$ cat src/fc_pkg.sv
package fc_pkg;

   // Counter widths and limits
   localparam logic [8:0]  CNT_ZERO    = 9'h000;
   localparam logic [8:0]  CNT_MAX     = 9'h1ff;
   localparam logic [8:0]  INC_ONE     = 9'h001;
   localparam logic [8:0]  INC_EIGHT   = 9'h008;
   localparam logic [8:0]  WARN_LIM    = 9'h020;
   localparam logic [8:0]  PASSIVE_MAX = 9'h07f;
   localparam logic [8:0]  PASSIVE_LIM = 9'h080;
   localparam logic [8:0]  BUSOFF_LIM  = 9'h100;
   localparam logic [8:0]  REC_RELOAD  = 9'h077;

   // Dominant bits tolerated after a flag
   localparam logic [4:0]  DOM_LIM_ACT = 5'h0e;
   localparam logic [4:0]  DOM_LIM_PAS = 5'h08;
   localparam logic [4:0]  DOM_STEP    = 5'h08;
   localparam logic [4:0]  DOM_ZERO    = 5'h00;
   localparam logic [4:0]  DOM_ONE     = 5'h01;

   // Bus-off recovery: 128 runs of 11 recessive bits
   localparam logic [3:0]  RUN_LAST    = 4'ha;
   localparam logic [6:0]  OCC_LAST    = 7'h7f;

   // Status byte fields
   localparam int unsigned SB_RSTD     = 7;
   localparam int unsigned SB_WARN     = 6;
   localparam int unsigned SB_MODE_LO  = 4;
   localparam int unsigned SB_RSVD     = 3;
   localparam logic        SB_RSVD_VAL = 1'b0;

   // APB register offsets and reset values
   localparam logic [11:0] ADDR_CTRL   = 12'h000;
   localparam logic [11:0] ADDR_COUNT  = 12'h004;
   localparam logic [11:0] ADDR_STATUS = 12'h008;
   localparam logic        CTRL_RESET  = 1'b1;
   localparam logic [31:0] RD_ZERO     = 32'h0000_0000;

   typedef enum logic [1:0] {
      ERR_ACTIVE  = 2'b00,
      ERR_PASSIVE = 2'b01,
      BUS_OFF     = 2'b11
   } fc_state_t;

   // Saturating counter add, used for both error counters
   function automatic logic [8:0] sat_add(input logic [8:0] a, input logic [8:0] b);
      logic [9:0] s;
      s = {1'b0, a} + {1'b0, b};
      return s[9] ? CNT_MAX : s[8:0];
   endfunction

endpackage

$ cat src/fault_confine.sv
// Behaviour
// [RULE1] Receiver error adds one to receive count, except bit error in active flag.
// [RULE2] Dominant first bit after own error flag adds eight to receive count.
// [RULE3] Transmitter sending an error flag adds eight to transmit count.
// [RULE4] Passive ack error with no dominant in passive flag leaves transmit count.
// [RULE5] Stuff error in arbitration before remote bit leaves transmit count.
// [RULE6] Transmitter bit error during active or overload flag adds eight.
// [RULE7] Receiver bit error during active or overload flag adds eight.
// [RULE8] After flags, 14th or 8th dominant bit and each eight more add eight.
// [RULE9] Successful transmission subtracts one from transmit count, floor zero.
// [RULE10] Successful reception: decrement, hold zero, or reload 119 above 127.
// [RULE11] Passive node returns active when both counts are at most 127.
// [RULE12] Bus-off ends after 128 runs of 11 recessive bits, counts cleared.
// [RULE13] Remote write frame: byte one low bits select register, byte two data.
// [RULE14] Each sent frame's first byte holds status and register selector.
// [RULE15] Warning bit set once a count reached 32 since last good message.
// [RULE16] Status bits 5..4 give bus mode, bit 3 zero, bits 2..0 selector.
// [RULE17] First frame after reset carries reset indicator one, later frames zero.
// [RULE18] Either count at 128 or more makes node passive, passive flags only.
// [RULE19] Transmit count 256 or more means bus-off with drivers switched off.
`timescale 1ns/10ps
module fault_confine
   import fc_pkg::*;
(
   input  wire logic        mclk,           // 50 MHz clock
   input  wire logic        reset_n,        // Synchronous reset
   input  wire logic        psel,           // APB select
   input  wire logic        penable,        // APB enable
   input  wire logic        pwrite,         // APB direction
   input  wire logic [11:0] paddr,          // APB byte address
   input  wire logic [31:0] pwdata,         // APB write data
   output logic [31:0]      prdata,         // APB read data
   output logic             pready,         // APB ready
   output logic             pslverr,        // APB error, unmapped
   input  wire logic        bit_tick,       // Bit-time enable
   input  wire logic        rx_dominant,    // Sampled bus level
   input  wire logic        is_transmitter, // Node owns the frame
   input  wire logic        rx_err,         // Receiver detected error
   input  wire logic        flag_bit_err,   // Bit error in active/overload flag
   input  wire logic        tx_flag,        // Transmitter sends error flag
   input  wire logic        exc_ack_nodom,  // Ack error, no dominant in flag
   input  wire logic        exc_stuff_arb,  // Stuff error in arbitration
   input  wire logic        dom_after_flag, // Dominant first bit after flag
   input  wire logic        flag_done,      // Own flag finished
   input  wire logic        flag_passive,   // Finished flag was passive
   input  wire logic        tx_ok,          // Transmission succeeded
   input  wire logic        rx_ok,          // Reception succeeded
   input  wire logic [1:0]  bus_mode,       // Current bus mode
   input  wire logic [2:0]  reg_sel,        // Selector for sent frame
   input  wire logic        rx_frame_wr,    // Write frame received
   input  wire logic [7:0]  rx_byte_one,    // Received first byte
   input  wire logic [7:0]  rx_byte_two,    // Received second byte
   output logic             passive_only,   // Send passive flags only
   output logic             bus_off,        // Node is bus-off
   output logic             drivers_en,     // Line drivers enabled
   output logic             error_warning_bit, // Warning status bit
   output logic [7:0]       status_byte,    // First byte of sent frames
   output logic             port_wr,        // Register write pulse
   output logic [2:0]       port_sel,       // Register written
   output logic [7:0]       port_data       // Value written
);

   fc_state_t  state_reg;
   fc_state_t  state_next;
   logic [8:0] tec_reg;
   logic [8:0] tec_next;
   logic [8:0] rec_reg;
   logic [8:0] rec_next;
   logic       recovered;
   logic       tx_exempt;
   logic       dom_fire;
   logic [4:0] dom_cnt_reg;
   logic [4:0] dom_cnt_next;
   logic [4:0] dom_lim_reg;
   logic [4:0] dom_lim_next;
   logic       dom_act_reg;
   logic       dom_act_next;
   logic       ctrl_en_reg;
   logic       ctrl_en_next;
   logic [31:0] rdata_reg;
   logic [31:0] rdata_next;
   logic       ready_reg;
   logic       ready_next;
   logic       err_reg;
   logic       err_next;
   logic       port_wr_reg;
   logic [2:0] port_sel_reg;
   logic [7:0] port_data_reg;
   logic       addr_ok;
   logic       passive_reg;
   logic       passive_next;
   logic       drv_reg;
   logic       drv_next;

   // Both exceptions keep the transmit count unchanged
   assign tx_exempt = exc_stuff_arb                                      // see [RULE5]
                    | (exc_ack_nodom && state_reg == ERR_PASSIVE);       // see [RULE4]

   // Error counters and confinement state
   always_comb begin
      tec_next = tec_reg;
      rec_next = rec_reg;
      if (tx_ok && tec_reg != CNT_ZERO)
         tec_next = tec_reg - INC_ONE;                                   // see [RULE9]
      if (rx_ok) begin
         if (rec_reg > PASSIVE_MAX)
            rec_next = REC_RELOAD;                                       // see [RULE10]
         else if (rec_reg != CNT_ZERO)
            rec_next = rec_reg - INC_ONE;
      end
      if (tx_flag && !tx_exempt)
         tec_next = sat_add(tec_next, INC_EIGHT);                        // see [RULE3]
      if (flag_bit_err && is_transmitter)
         tec_next = sat_add(tec_next, INC_EIGHT);                        // see [RULE6]
      if (flag_bit_err && !is_transmitter)
         rec_next = sat_add(rec_next, INC_EIGHT);                        // see [RULE7]
      if (rx_err && !flag_bit_err)
         rec_next = sat_add(rec_next, INC_ONE);                          // see [RULE1]
      if (dom_after_flag && !is_transmitter)
         rec_next = sat_add(rec_next, INC_EIGHT);                        // see [RULE2]
      if (dom_fire && is_transmitter)
         tec_next = sat_add(tec_next, INC_EIGHT);                        // see [RULE8]
      if (dom_fire && !is_transmitter)
         rec_next = sat_add(rec_next, INC_EIGHT);                        // see [RULE8]
      state_next = state_reg;
      unique case (state_reg)
         BUS_OFF: begin
            // Frozen counts: a bus-off node takes no part in frames
            tec_next = tec_reg;
            rec_next = rec_reg;
            if (recovered) begin
               tec_next = CNT_ZERO;                                      // see [RULE12]
               rec_next = CNT_ZERO;
               state_next = ERR_ACTIVE;
            end
         end
         ERR_ACTIVE, ERR_PASSIVE: begin
            if (tec_next >= BUSOFF_LIM)
               state_next = BUS_OFF;                                     // see [RULE19]
            else if (tec_next >= PASSIVE_LIM || rec_next >= PASSIVE_LIM)
               state_next = ERR_PASSIVE;                                 // see [RULE18]
            else
               state_next = ERR_ACTIVE;                                  // see [RULE11]
         end
         default: begin
            state_next = BUS_OFF;
         end
      endcase
      passive_next = state_next == ERR_PASSIVE;                          // see [RULE18]
   end

   always_ff @(posedge mclk) begin
      if (!reset_n) begin
         state_reg <= ERR_ACTIVE;
         tec_reg <= CNT_ZERO;
         rec_reg <= CNT_ZERO;
         passive_reg <= 1'b0;
      end else begin
         state_reg <= state_next;
         tec_reg <= tec_next;
         rec_reg <= rec_next;
         passive_reg <= passive_next;
      end
   end

   // Dominant run after a flag; fires at limit, then every eight bits
   always_comb begin
      dom_cnt_next = dom_cnt_reg;
      dom_lim_next = dom_lim_reg;
      dom_act_next = dom_act_reg;
      dom_fire = 1'b0;
      if (flag_done) begin
         dom_act_next = 1'b1;
         dom_cnt_next = DOM_ZERO;
         dom_lim_next = flag_passive ? DOM_LIM_PAS : DOM_LIM_ACT;
      end else if (dom_act_reg && bit_tick) begin
         if (!rx_dominant) begin
            dom_act_next = 1'b0;
         end else if (dom_cnt_reg + DOM_ONE == dom_lim_reg) begin
            dom_fire = 1'b1;                                             // see [RULE8]
            dom_cnt_next = dom_lim_reg - DOM_STEP;
         end else begin
            dom_cnt_next = dom_cnt_reg + DOM_ONE;
         end
      end
   end

   always_ff @(posedge mclk) begin
      if (!reset_n) begin
         dom_cnt_reg <= DOM_ZERO;
         dom_lim_reg <= DOM_LIM_ACT;
         dom_act_reg <= 1'b0;
      end else begin
         dom_cnt_reg <= dom_cnt_next;
         dom_lim_reg <= dom_lim_next;
         dom_act_reg <= dom_act_next;
      end
   end

   // Recessive run tally, active only while bus-off
   recessive_run u_run (
      .mclk         (mclk),
      .reset_n      (reset_n),
      .enable       (state_reg == BUS_OFF),
      .bit_tick     (bit_tick),
      .rx_recessive (!rx_dominant),
      .recovered    (recovered)
   );

   // Status byte and warning flag
   status_byte_gen u_status (
      .mclk        (mclk),
      .reset_n     (reset_n),
      .warn_cond   (tec_reg >= WARN_LIM || rec_reg >= WARN_LIM),
      .msg_ok      (tx_ok || rx_ok),
      .sent_ok     (tx_ok),
      .bus_mode    (bus_mode),
      .reg_sel     (reg_sel),
      .status_byte (status_byte),
      .warn_bit    (error_warning_bit)
   );

   // APB slave: data staged in setup so access completes in one cycle
   assign addr_ok = paddr == ADDR_CTRL || paddr == ADDR_COUNT || paddr == ADDR_STATUS;

   always_comb begin
      ctrl_en_next = ctrl_en_reg;
      ready_next = psel && !penable;
      err_next = psel && !penable && !addr_ok;
      rdata_next = RD_ZERO;
      if (psel && !penable && !pwrite) begin
         unique case (paddr)
            ADDR_CTRL:   rdata_next = {31'h0000_0000, ctrl_en_reg};
            ADDR_COUNT:  rdata_next = {7'h00, rec_reg, 7'h00, tec_reg};
            ADDR_STATUS: rdata_next = {22'h00_0000, state_reg, status_byte};
            default:     rdata_next = RD_ZERO;
         endcase
      end
      if (psel && penable && ready_reg && pwrite && paddr == ADDR_CTRL)
         ctrl_en_next = pwdata[0];
      drv_next = ctrl_en_next && state_next != BUS_OFF;                 // see [RULE19]
   end

   always_ff @(posedge mclk) begin
      if (!reset_n) begin
         ctrl_en_reg <= CTRL_RESET;
         drv_reg <= CTRL_RESET;
         rdata_reg <= RD_ZERO;
         ready_reg <= 1'b0;
         err_reg <= 1'b0;
      end else begin
         ctrl_en_reg <= ctrl_en_next;
         drv_reg <= drv_next;
         rdata_reg <= rdata_next;
         ready_reg <= ready_next;
         err_reg <= err_next;
      end
   end

   // Remote register writes; reserved upper bits of byte one dropped
   always_ff @(posedge mclk) begin
      if (!reset_n) begin
         port_wr_reg <= 1'b0;
         port_sel_reg <= 3'h0;
         port_data_reg <= 8'h00;
      end else begin
         port_wr_reg <= rx_frame_wr;                                     // see [RULE13]
         if (rx_frame_wr) begin
            port_sel_reg <= rx_byte_one[2:0];
            port_data_reg <= rx_byte_two;
         end
      end
   end

   assign prdata = rdata_reg;
   assign pready = ready_reg;
   assign pslverr = err_reg;
   // Flop-driven outputs; only bus-off has the upper state bit set
   assign passive_only = passive_reg;
   assign bus_off = state_reg[1];
   assign drivers_en = drv_reg;
   assign port_wr = port_wr_reg;
   assign port_sel = port_sel_reg;
   assign port_data = port_data_reg;

   // Checks
   tec_dec_a: assert property (@(posedge mclk) disable iff (!reset_n)
      tx_ok && tec_reg != CNT_ZERO && !tx_flag && !flag_bit_err && !dom_fire && state_reg != BUS_OFF
      |=> tec_reg == $past(tec_reg) - INC_ONE) else $error("transmit count not decremented"); // see [RULE9]
   rec_reload_a: assert property (@(posedge mclk) disable iff (!reset_n)
      rx_ok && rec_reg > PASSIVE_MAX && !rx_err && !flag_bit_err && !dom_after_flag && !dom_fire
      && state_reg != BUS_OFF |=> rec_reg == REC_RELOAD) else $error("receive count not reloaded"); // see [RULE10]
   rec_one_a: assert property (@(posedge mclk) disable iff (!reset_n)
      rx_err && !flag_bit_err && !dom_after_flag && !dom_fire && !rx_ok && rec_reg < PASSIVE_LIM
      && state_reg != BUS_OFF |=> rec_reg == $past(rec_reg) + INC_ONE) else $error("receive error not counted"); // see [RULE1]
   rec_dom_a: assert property (@(posedge mclk) disable iff (!reset_n)
      dom_after_flag && !is_transmitter && !rx_err && !flag_bit_err && !dom_fire && !rx_ok
      && rec_reg < PASSIVE_LIM && state_reg != BUS_OFF
      |=> rec_reg == $past(rec_reg) + INC_EIGHT) else $error("dominant after flag not counted"); // see [RULE2]
   tec_flag_a: assert property (@(posedge mclk) disable iff (!reset_n)
      tx_flag && !exc_stuff_arb && !exc_ack_nodom && !flag_bit_err && !dom_fire && !tx_ok
      && tec_reg < BUSOFF_LIM |=> tec_reg == $past(tec_reg) + INC_EIGHT) else $error("error flag not counted"); // see [RULE3]
   tec_stuff_a: assert property (@(posedge mclk) disable iff (!reset_n)
      tx_flag && exc_stuff_arb && !flag_bit_err && !dom_fire && !tx_ok
      |=> $stable(tec_reg)) else $error("stuff exception changed count"); // see [RULE5]
   tec_ack_a: assert property (@(posedge mclk) disable iff (!reset_n)
      tx_flag && exc_ack_nodom && passive_only && !flag_bit_err && !dom_fire && !tx_ok
      |=> $stable(tec_reg)) else $error("ack exception changed count"); // see [RULE4]
   busoff_out_a: assert property (@(posedge mclk) disable iff (!reset_n)
      tec_reg >= BUSOFF_LIM |-> bus_off && !drivers_en) else $error("bus-off not shown"); // see [RULE19]
   passive_lvl_a: assert property (@(posedge mclk) disable iff (!reset_n)
      !bus_off |-> passive_only == (tec_reg >= PASSIVE_LIM || rec_reg >= PASSIVE_LIM))
      else $error("passive state wrong"); // see [RULE18]
   recover_a: assert property (@(posedge mclk) disable iff (!reset_n)
      bus_off && recovered |=> tec_reg == CNT_ZERO && rec_reg == CNT_ZERO && !bus_off)
      else $error("bus-off recovery wrong"); // see [RULE12]
   warn_set_a: assert property (@(posedge mclk) disable iff (!reset_n)
      tec_reg >= WARN_LIM || rec_reg >= WARN_LIM |=> error_warning_bit) else $error("warning not set"); // see [RULE15]
   status_fmt_a: assert property (@(posedge mclk) disable iff (!reset_n)
      reset_n |=> status_byte[SB_RSVD] == SB_RSVD_VAL && status_byte[5:4] == $past(bus_mode))
      else $error("status byte layout wrong"); // see [RULE16]
   c_recover: cover property (@(posedge mclk) disable iff (!reset_n) bus_off && recovered);
   c_passive: cover property (@(posedge mclk) disable iff (!reset_n) $rose(passive_only));
   c_domfire: cover property (@(posedge mclk) disable iff (!reset_n) dom_fire);
   c_reload:  cover property (@(posedge mclk) disable iff (!reset_n) rx_ok && rec_reg > PASSIVE_MAX);

endmodule

$ cat src/recessive_run.sv
`timescale 1ns/10ps
module recessive_run
   import fc_pkg::*;
(
   input  wire logic mclk,         // System clock
   input  wire logic reset_n,      // Synchronous reset
   input  wire logic enable,       // Counting allowed (bus-off)
   input  wire logic bit_tick,     // One pulse per bit time
   input  wire logic rx_recessive, // Sampled bus level
   output logic      recovered     // Pulse after 128 runs
);

   logic [3:0] bit_cnt_reg;
   logic [3:0] bit_cnt_next;
   logic [6:0] occ_reg;
   logic [6:0] occ_next;
   logic       done_reg;
   logic       done_next;

   // A dominant bit restarts only the run, not the run tally
   always_comb begin
      bit_cnt_next = bit_cnt_reg;
      occ_next = occ_reg;
      done_next = 1'b0;
      if (!enable) begin
         bit_cnt_next = 4'h0;
         occ_next = 7'h00;
      end else if (bit_tick) begin
         if (!rx_recessive) begin
            bit_cnt_next = 4'h0;
         end else if (bit_cnt_reg == RUN_LAST) begin
            bit_cnt_next = 4'h0;
            if (occ_reg == OCC_LAST) begin
               occ_next = 7'h00;
               done_next = 1'b1;
            end else begin
               occ_next = occ_reg + 7'h01;
            end
         end else begin
            bit_cnt_next = bit_cnt_reg + 4'h1;
         end
      end
   end

   // Register stage
   always_ff @(posedge mclk) begin
      if (!reset_n) begin
         bit_cnt_reg <= 4'h0;
         occ_reg <= 7'h00;
         done_reg <= 1'b0;
      end else begin
         bit_cnt_reg <= bit_cnt_next;
         occ_reg <= occ_next;
         done_reg <= done_next;
      end
   end

   assign recovered = done_reg;

endmodule

$ cat src/status_byte_gen.sv
`timescale 1ns/10ps
module status_byte_gen
   import fc_pkg::*;
(
   input  wire logic       mclk,        // System clock
   input  wire logic       reset_n,     // Synchronous reset
   input  wire logic       warn_cond,   // A counter at or above 32
   input  wire logic       msg_ok,      // Successful message
   input  wire logic       sent_ok,     // Own frame sent
   input  wire logic [1:0] bus_mode,    // Current bus mode
   input  wire logic [2:0] reg_sel,     // Selector of data byte
   output logic [7:0]      status_byte, // First data byte
   output logic            warn_bit     // Error warning bit
);

   logic       rstd_reg;
   logic       rstd_next;
   logic       warn_reg;
   logic       warn_next;
   logic [7:0] byte_reg;
   logic [7:0] byte_next;

   // Warning is sticky until a good message; a new crossing wins
   always_comb begin
      rstd_next = sent_ok ? 1'b0 : rstd_reg;      // see [RULE17]
      warn_next = (msg_ok ? 1'b0 : warn_reg) | warn_cond; // see [RULE15]
      byte_next = {rstd_next, warn_next, bus_mode, SB_RSVD_VAL, reg_sel}; // see [RULE14] see [RULE16]
   end

   // Reset indicator starts high so the first frame announces it
   always_ff @(posedge mclk) begin
      if (!reset_n) begin
         rstd_reg <= 1'b1;
         warn_reg <= 1'b0;
         byte_reg <= 8'h80;
      end else begin
         rstd_reg <= rstd_next;
         warn_reg <= warn_next;
         byte_reg <= byte_next;
      end
   end

   assign status_byte = byte_reg;
   assign warn_bit = warn_reg;

endmodule
$ cat config.mk
export PLATFORM = sky130hd
export DESIGN_NAME = fault_confine
export DESIGN_NICKNAME = d
export VERILOG_FILES = /design/src/fc_pkg.sv /design/src/fault_confine.sv /design/src/recessive_run.sv /design/src/status_byte_gen.sv
export SDC_FILE = /design/constraint.sdc
export NUM_CORES = 1
export LEC_CHECK = 0
export BUFFER_PORTS_ARGS = -buffer_cell sky130_fd_sc_hd__buf_2
export CORE_UTILIZATION = 40
export DETAILED_ROUTE_END_ITERATION = 10
export HOLD_SLACK_MARGIN = 0.08
export PLACE_DENSITY = 0.71
export SETUP_SLACK_MARGIN = 0.05
export SLEW_MARGIN = 30
export SYNTH_ARGS = -nofsm -noshare
export SYNTH_HDL_FRONTEND = slang
export SYNTH_SLANG_ARGS = --single-unit
$ cat constraint.sdc
create_clock -name mclk -period 6.6 [get_ports mclk]
set_input_delay 0.66 -clock mclk [delete_from_list [all_inputs] [get_ports mclk]]
set_output_delay 0.66 -clock mclk [all_outputs]
set_load 0.02 [all_outputs]
==> results of run 1 <==
routing by layer:
layer | global-route usage | routed length (um) | vias to the layer above
met3 | 0.0351 | 749 | 12
met4 | 0.0450 | 133 | 0
met2 | 0.303 | 6840 | 145
li1 | - | - | 2793
met5 | 0 | 0 | -
met1 | 0.276 | 7150 | 2645
final timing paths:
path | startpoint | end | slack [ps] | depth (start not counted)
worst max-delay path | rec_reg[1] | passive_only | 490 | 24
worst min-delay path | u_run.occ_reg[6] | u_run.recovered | 470 | 2
worst max register to register | rec_reg[1] | passive_only | 490 | 24
worst min register to register | u_run.occ_reg[6] | u_run.recovered | 470 | 2
worst max-delay path, stage by stage, from the launching register on:
cell and delay (ps):
dfxtp_1 440, inv_1 100, ha_1 220, or4b_4 510
o211ai_2 240, a22oi_2 90, ha_1 230, and3b_1 240
and4b_1 230, a21oi_1 410, o21ai_0 170, or2_2 330
ha_1 220, and3_1 200, and3_1 200, or3_1 350
ha_1 290, and2_1 190, o21ai_0 130, o21ai_0 210
ha_1 240, nand2_1 160, or3_1 160, o21ai_1 90
a2111oi_2 370
cells in the final DEF, fill, tap and decap left out, drive strengths merged, types with 18 or more instances in the layout:
master  netlist  final
buf          31     97
nor2         87     87
dfxtp        82     82
nand2        54     54
o21ai        44     44
a21oi        39     39
inv          26     30
nand3        25     25
mux2i        24     24
and3         20     20
and2         18     18
xnor2        18     18
through the flow:
| stage | hold slack [ps] | total power [mW] | setup slack [ps] |
|---|---|---|---|
| 5_1_grt | 494 | 2.65 | 57.5 |
| 2_1_floorplan | 440 | 1.66 | 1210 |
| 4_1_cts | 474 | 2.46 | 411 |
| 3_3_place_gp | 460 | 1.92 | 496 |
| 6_report | 473 | 2.48 | 487 |
| 3_5_place_dp | 459 | 1.93 | 450 |
power groups by stage:
stage	Clock (mW)	Sequential (mW)	Combinational [mW]
after floorplan	0	0.607	1.06
after global placement	0	0.675	1.24
after detailed placement	0	0.678	1.26
after CTS	0.526	0.666	1.26
after global routing	0.552	0.682	1.41
final	0.518	0.673	1.29
area by class of cell:
cell class,count,area share
clock buffer,9,0.0337
tap,180,0.0337
timing repair buffer,97,0.0750
sequential,82,0.246
multi-input combinational,587,0.585
inverter,26,0.0146
clock inverter,7,0.0122
timing repair:
item	4_1_cts	5_1_grt
setup endpoints to repair	0	3
gates resized for setup	0	3
hold endpoints to repair	0	0
hold buffers	0	0
logic make-up (layout without fill, tap and decap cells):
logic type,Yosys count,after routing,share of synthesized area
and+or+nand+nor,315,315,0.295
muxes,27,27,0.0475
DFF,82,82,0.281
adders and majority gates,14,14,0.0299
xor gates and xnor gates,27,27,0.0417
buffers and inverters,73,139,0.0631
other,1,14,0.000641
AOI/OAI and AO/OA,190,190,0.242
==> impl_metrics.toml, run 1 <==
[floorplanning]
initial_utilization = 0.415
die_w_um = 123
core_um2 = 14100
rows = 43
die_h_um = 123
die_area_um2 = 15100
ios = 142

[critical_path]
path_max_fanout = 10
required_ps = 6840
worstPathArrival_ps = 6350
worst_setup_path_end_kind = "register"
crit_type = "register to register"
cp-start-kind = "register"

[power_and_ir_drop]
clkPwrFrac = 0.209
swShare = 0.449
pwr_density_cell_nw_per_um2 = 371
power_frac_comb = 0.520
seqPwrFrac = 0.271
vdd_drop_max_uv = 148
leakage_nw = 2.75
cellInternalPower_mw = 1.37
p_sw_mw = 1.11

[placed_design]
dpl.cell_count = 972
port_buffers = 91
dp_hpwl_mm = 11.1
dpl_cell_area_um2 = 6350
place_congestion = 0.879

[sta]
tightest_slew_ps = 961
setup_viol = 0
timing.final.crit_share = 0.926
fin_setup_tns_ps = 0
rsz0062_at_grt = "no"
drv_slew = 0
hold_viol_final = 0
maxSlewHeadroom = 0.355
min_period_ps = 6110
max_freq_ghz = 0.164
clock_skew_ps = 9.10

[route]
via_per_inst = 5.66
wl_per_cell_um = 15.1
ant_nets = 0
drc = 0
drt-pass1-iter-count = 7
dr_total_vias = 5595
routed_wl_mm = 14.9
drt_iter0_markers = 490

[clocking]
cts_buffer_depth = 2
clk_latency_ps = 340
cts_setup_buffers = 0
cts_tree = "built"
clkSinkCount = 82
cts_made_buffers = 9
clkSlewWorstSetupHoldPaths_ps = 70
htreeDepth = 3
ctsRootBufferMaster = "clkbuf_16"

[layout]
finalNonFillerCells = 988
final_area_um2 = 6680
syn2layout_area_growth_pct = 14.1
antenna_cells_inserted = 0
final_util = 0.474
multi_input_area_um2 = 3900
nets = 901
largest_reg_flops = 19
fillers = 1413
seqCellArea_um2 = 1640
drive_above_1_share = 0.200

[global_route]
grt_overflow = 0
grt_first_pass_wirelength_mm = 23.6
first_global_vias = 4845
grt_max_degree = 24
antenna_found_initial = 0
grt_usage = 0.194

[synth]
syn_avg_cell_area_um2 = 8.02
syn-instance-count = 729
ys_ff_latch = 82
ys_types = 92
yosysSeqAreaShare = 0.281
synth_area_leaders = "dfxtp_1 28%, nor2_1 5.6%, mux2i_1 3.9%"
ys.warnings.count = 0
synth_edf_count = 0
synth_ff_type = "dfxtp_1"
yosys.area.top_type = "dfxtp_1"
yosysTopAreaCellShare = 0.281
async_reset_ff_frac = 0
synthesis.area_um2 = 5850
yosysMostFrequentCell = "nor2_1"
yosys-top-cells-count = "87 x nor2_1, 82 x dfxtp_1, 54 x nand2_1"

[run]
max-cap-violations = 0

[outcome]
status = "complete, no violations"

[worst_hold_path]
min_path_type = "register to register"
No activity file was read; power rests on OpenSTA's default activity.
==> run 2, diff against run 1 <==
Settings changed: GPL_TIMING_DRIVEN set to 0.
==> impl_metrics.toml, run 2 (same netlist as run 1, synthesis figures left out) <==
[route]
wl_per_cell_um = 14.8
dr_total_vias = 5713
drt_iter0_markers = 475
via_per_inst = 5.55
ant_nets = 0
routed_wl_mm = 15.2
drc = 0
drt-pass1-iter-count = 5

[power_and_ir_drop]
seqPwrFrac = 0.241
p_sw_mw = 1.12
leakage_nw = 2.93
cellInternalPower_mw = 1.39
clkPwrFrac = 0.207
swShare = 0.447
pwr_density_cell_nw_per_um2 = 362
power_frac_comb = 0.552
vdd_drop_max_uv = 151
total_power_mw = 2.51

[sta]
setup_slack_ps = 456
maxSlewHeadroom = 0.371
clock_skew_ps = 6.90
drv_slew = 0
hold_viol_final = 0
tightest_slew_ps = 935
rsz0062_at_grt = "no"
fin_setup_tns_ps = 0
min_period_ps = 6140
max_freq_ghz = 0.163
setup_viol = 0
timing.final.crit_share = 0.931

[outcome]
status = "complete, no violations"

[floorplanning]
die_area_um2 = 15100
die_w_um = 123
die_h_um = 123
initial_utilization = 0.415
ios = 142
rows = 43
core_um2 = 14100

[clocking]
cts_made_buffers = 9
clk_latency_ps = 340
ctsRootBufferMaster = "clkbuf_16"
clkSinkCount = 82
cts_tree = "built"
cts_buffer_depth = 2
htreeDepth = 3
clkSlewWorstSetupHoldPaths_ps = 60

[critical_path]
worst_setup_path_end_kind = "register"
max_stage_delay_ps = 510
crit_top_cell = "ha_1"
cp_slowest_cell = "or4b_4"
required_ps = 6830
crit_type = "register to register"
path_max_fanout = 9
cp-start-kind = "register"
path_cells = "buf_4 > inv_1 > ha_1 > or4b_4 > o211ai_2 > a22oi_2 > ha_1 > and3b_1 > and4b_1 > a21oi_2 > o21ai_0 > or2_2 > ha_1 > and3_1 > and3_1 > or3_1 > ha_1 > nor2_1 > a2bb2oi_1 > ha_1 > nand2_1 > o21ai_0 > o21ai_1 > a2111oi_2"
worstPathArrival_ps = 6370

[global_route]
grt_use_met2 = 0.316
grt_overflow = 0
grt.busiest_layer = "met2"
use_met3 = 0.0351
antenna_found_initial = 0
grt_first_pass_wirelength_mm = 24.2
grt_usage = 0.201
use_met1 = 0.285
grt_max_degree = 17
first_global_vias = 4982

[layout]
final_area_um2 = 6920
fillers = 1409
syn2layout_area_growth_pct = 18.3
drive_above_1_share = 0.220
nets = 942
layout_common_cells = "100 x buf_2, 87 x nor2_1, 82 x dfxtp_1"
largest_reg_flops = 19
antenna_cells_inserted = 0
mostFrequentLayoutCell = "buf_2"
finalNonFillerCells = 1029

[placed_design]
place_ws_ps = 422
dpl_cell_area_um2 = 6580
dp_hpwl_mm = 11.7
dpl.cell_count = 1012
place_congestion = 0.894
port_buffers = 90

[worst_hold_path]
min_path_type = "register to register"

[run]
max-cap-violations = 0
-- run 2: cell count changes in the layout (fill, tap and decap cells not counted), sizes merged --
cell,delta
buf,+25
clkbuf,+16
inv,-1
clkinvlp,+1
-- run 2: metal layers --
layer / routed length, um / up-vias / part of all wire
met5: 0 / - / 0
met4: 146 / 0 / 0.0096
met3: 677 / 14 / 0.044
met2: 6960 / 152 / 0.46
met1: 7440 / 2671 / 0.49
li1: - / 2876 / -
-- run 2: what timing repair did --
item / 4_1_cts / 5_1_grt
buffers inserted: 0 / 1
gates resized for setup: 0 / 5
hold buffers: 0 / 0
setup endpoints to repair: 0 / 3
-- run 2: cell type report --
cell class | count | area [um2] | area share
buffer | 47 | 272 | 0.0392
inverter | 26 | 97.6 | 0.0141
tap | 180 | 225 | 0.0325
clock buffer | 9 | 225 | 0.0325
clock inverter | 7 | 83.8 | 0.0121
sequential | 82 | 1640 | 0.237
timing repair buffer | 91 | 458 | 0.0662
multi-input combinational | 587 | 3920 | 0.566
-- run 2: final timing paths --
path                                  startpoint         endpoint  slack (ps)  cells past startpoint
worst max-delay path                  rec_reg[0]     passive_only         460                     24
worst min-delay path            u_run.occ_reg[6]  u_run.recovered         470                      2
worst max register to register        rec_reg[0]     passive_only         460                     24
worst min register to register  u_run.occ_reg[6]  u_run.recovered         470                      2
-- run 2: stage by stage --
step / hold slack [ps] / utilization
after detailed placement: 458 / 0.467
after global placement: 458 / 0.466
after global routing: 496 / 0.491
final: 469 / 0.491
after CTS: 472 / 0.489
after floorplan: 440 / -
-- run 2: power by group through the flow --
stage | combinational [mW] | sequential [mW] | clock, mW
3_5_place_dp | 1.34 | 0.612 | 0
5_1_grt | 1.52 | 0.609 | 0.547
4_1_cts | 1.35 | 0.601 | 0.527
6_report | 1.39 | 0.603 | 0.519
3_3_place_gp | 1.33 | 0.611 | 0
2_1_floorplan | 1.06 | 0.607 | 0
-- run 2: critical path, delay by kind of cell, from the launching register on --
family | cells | cell delay, ps
adders and majority gates | 5 | 1280
buffers and inverters | 2 | 270
and+or+nand+nor | 9 | 2330
DFF | 1 | 310
AOI/OAI and AO/OA | 8 | 1830
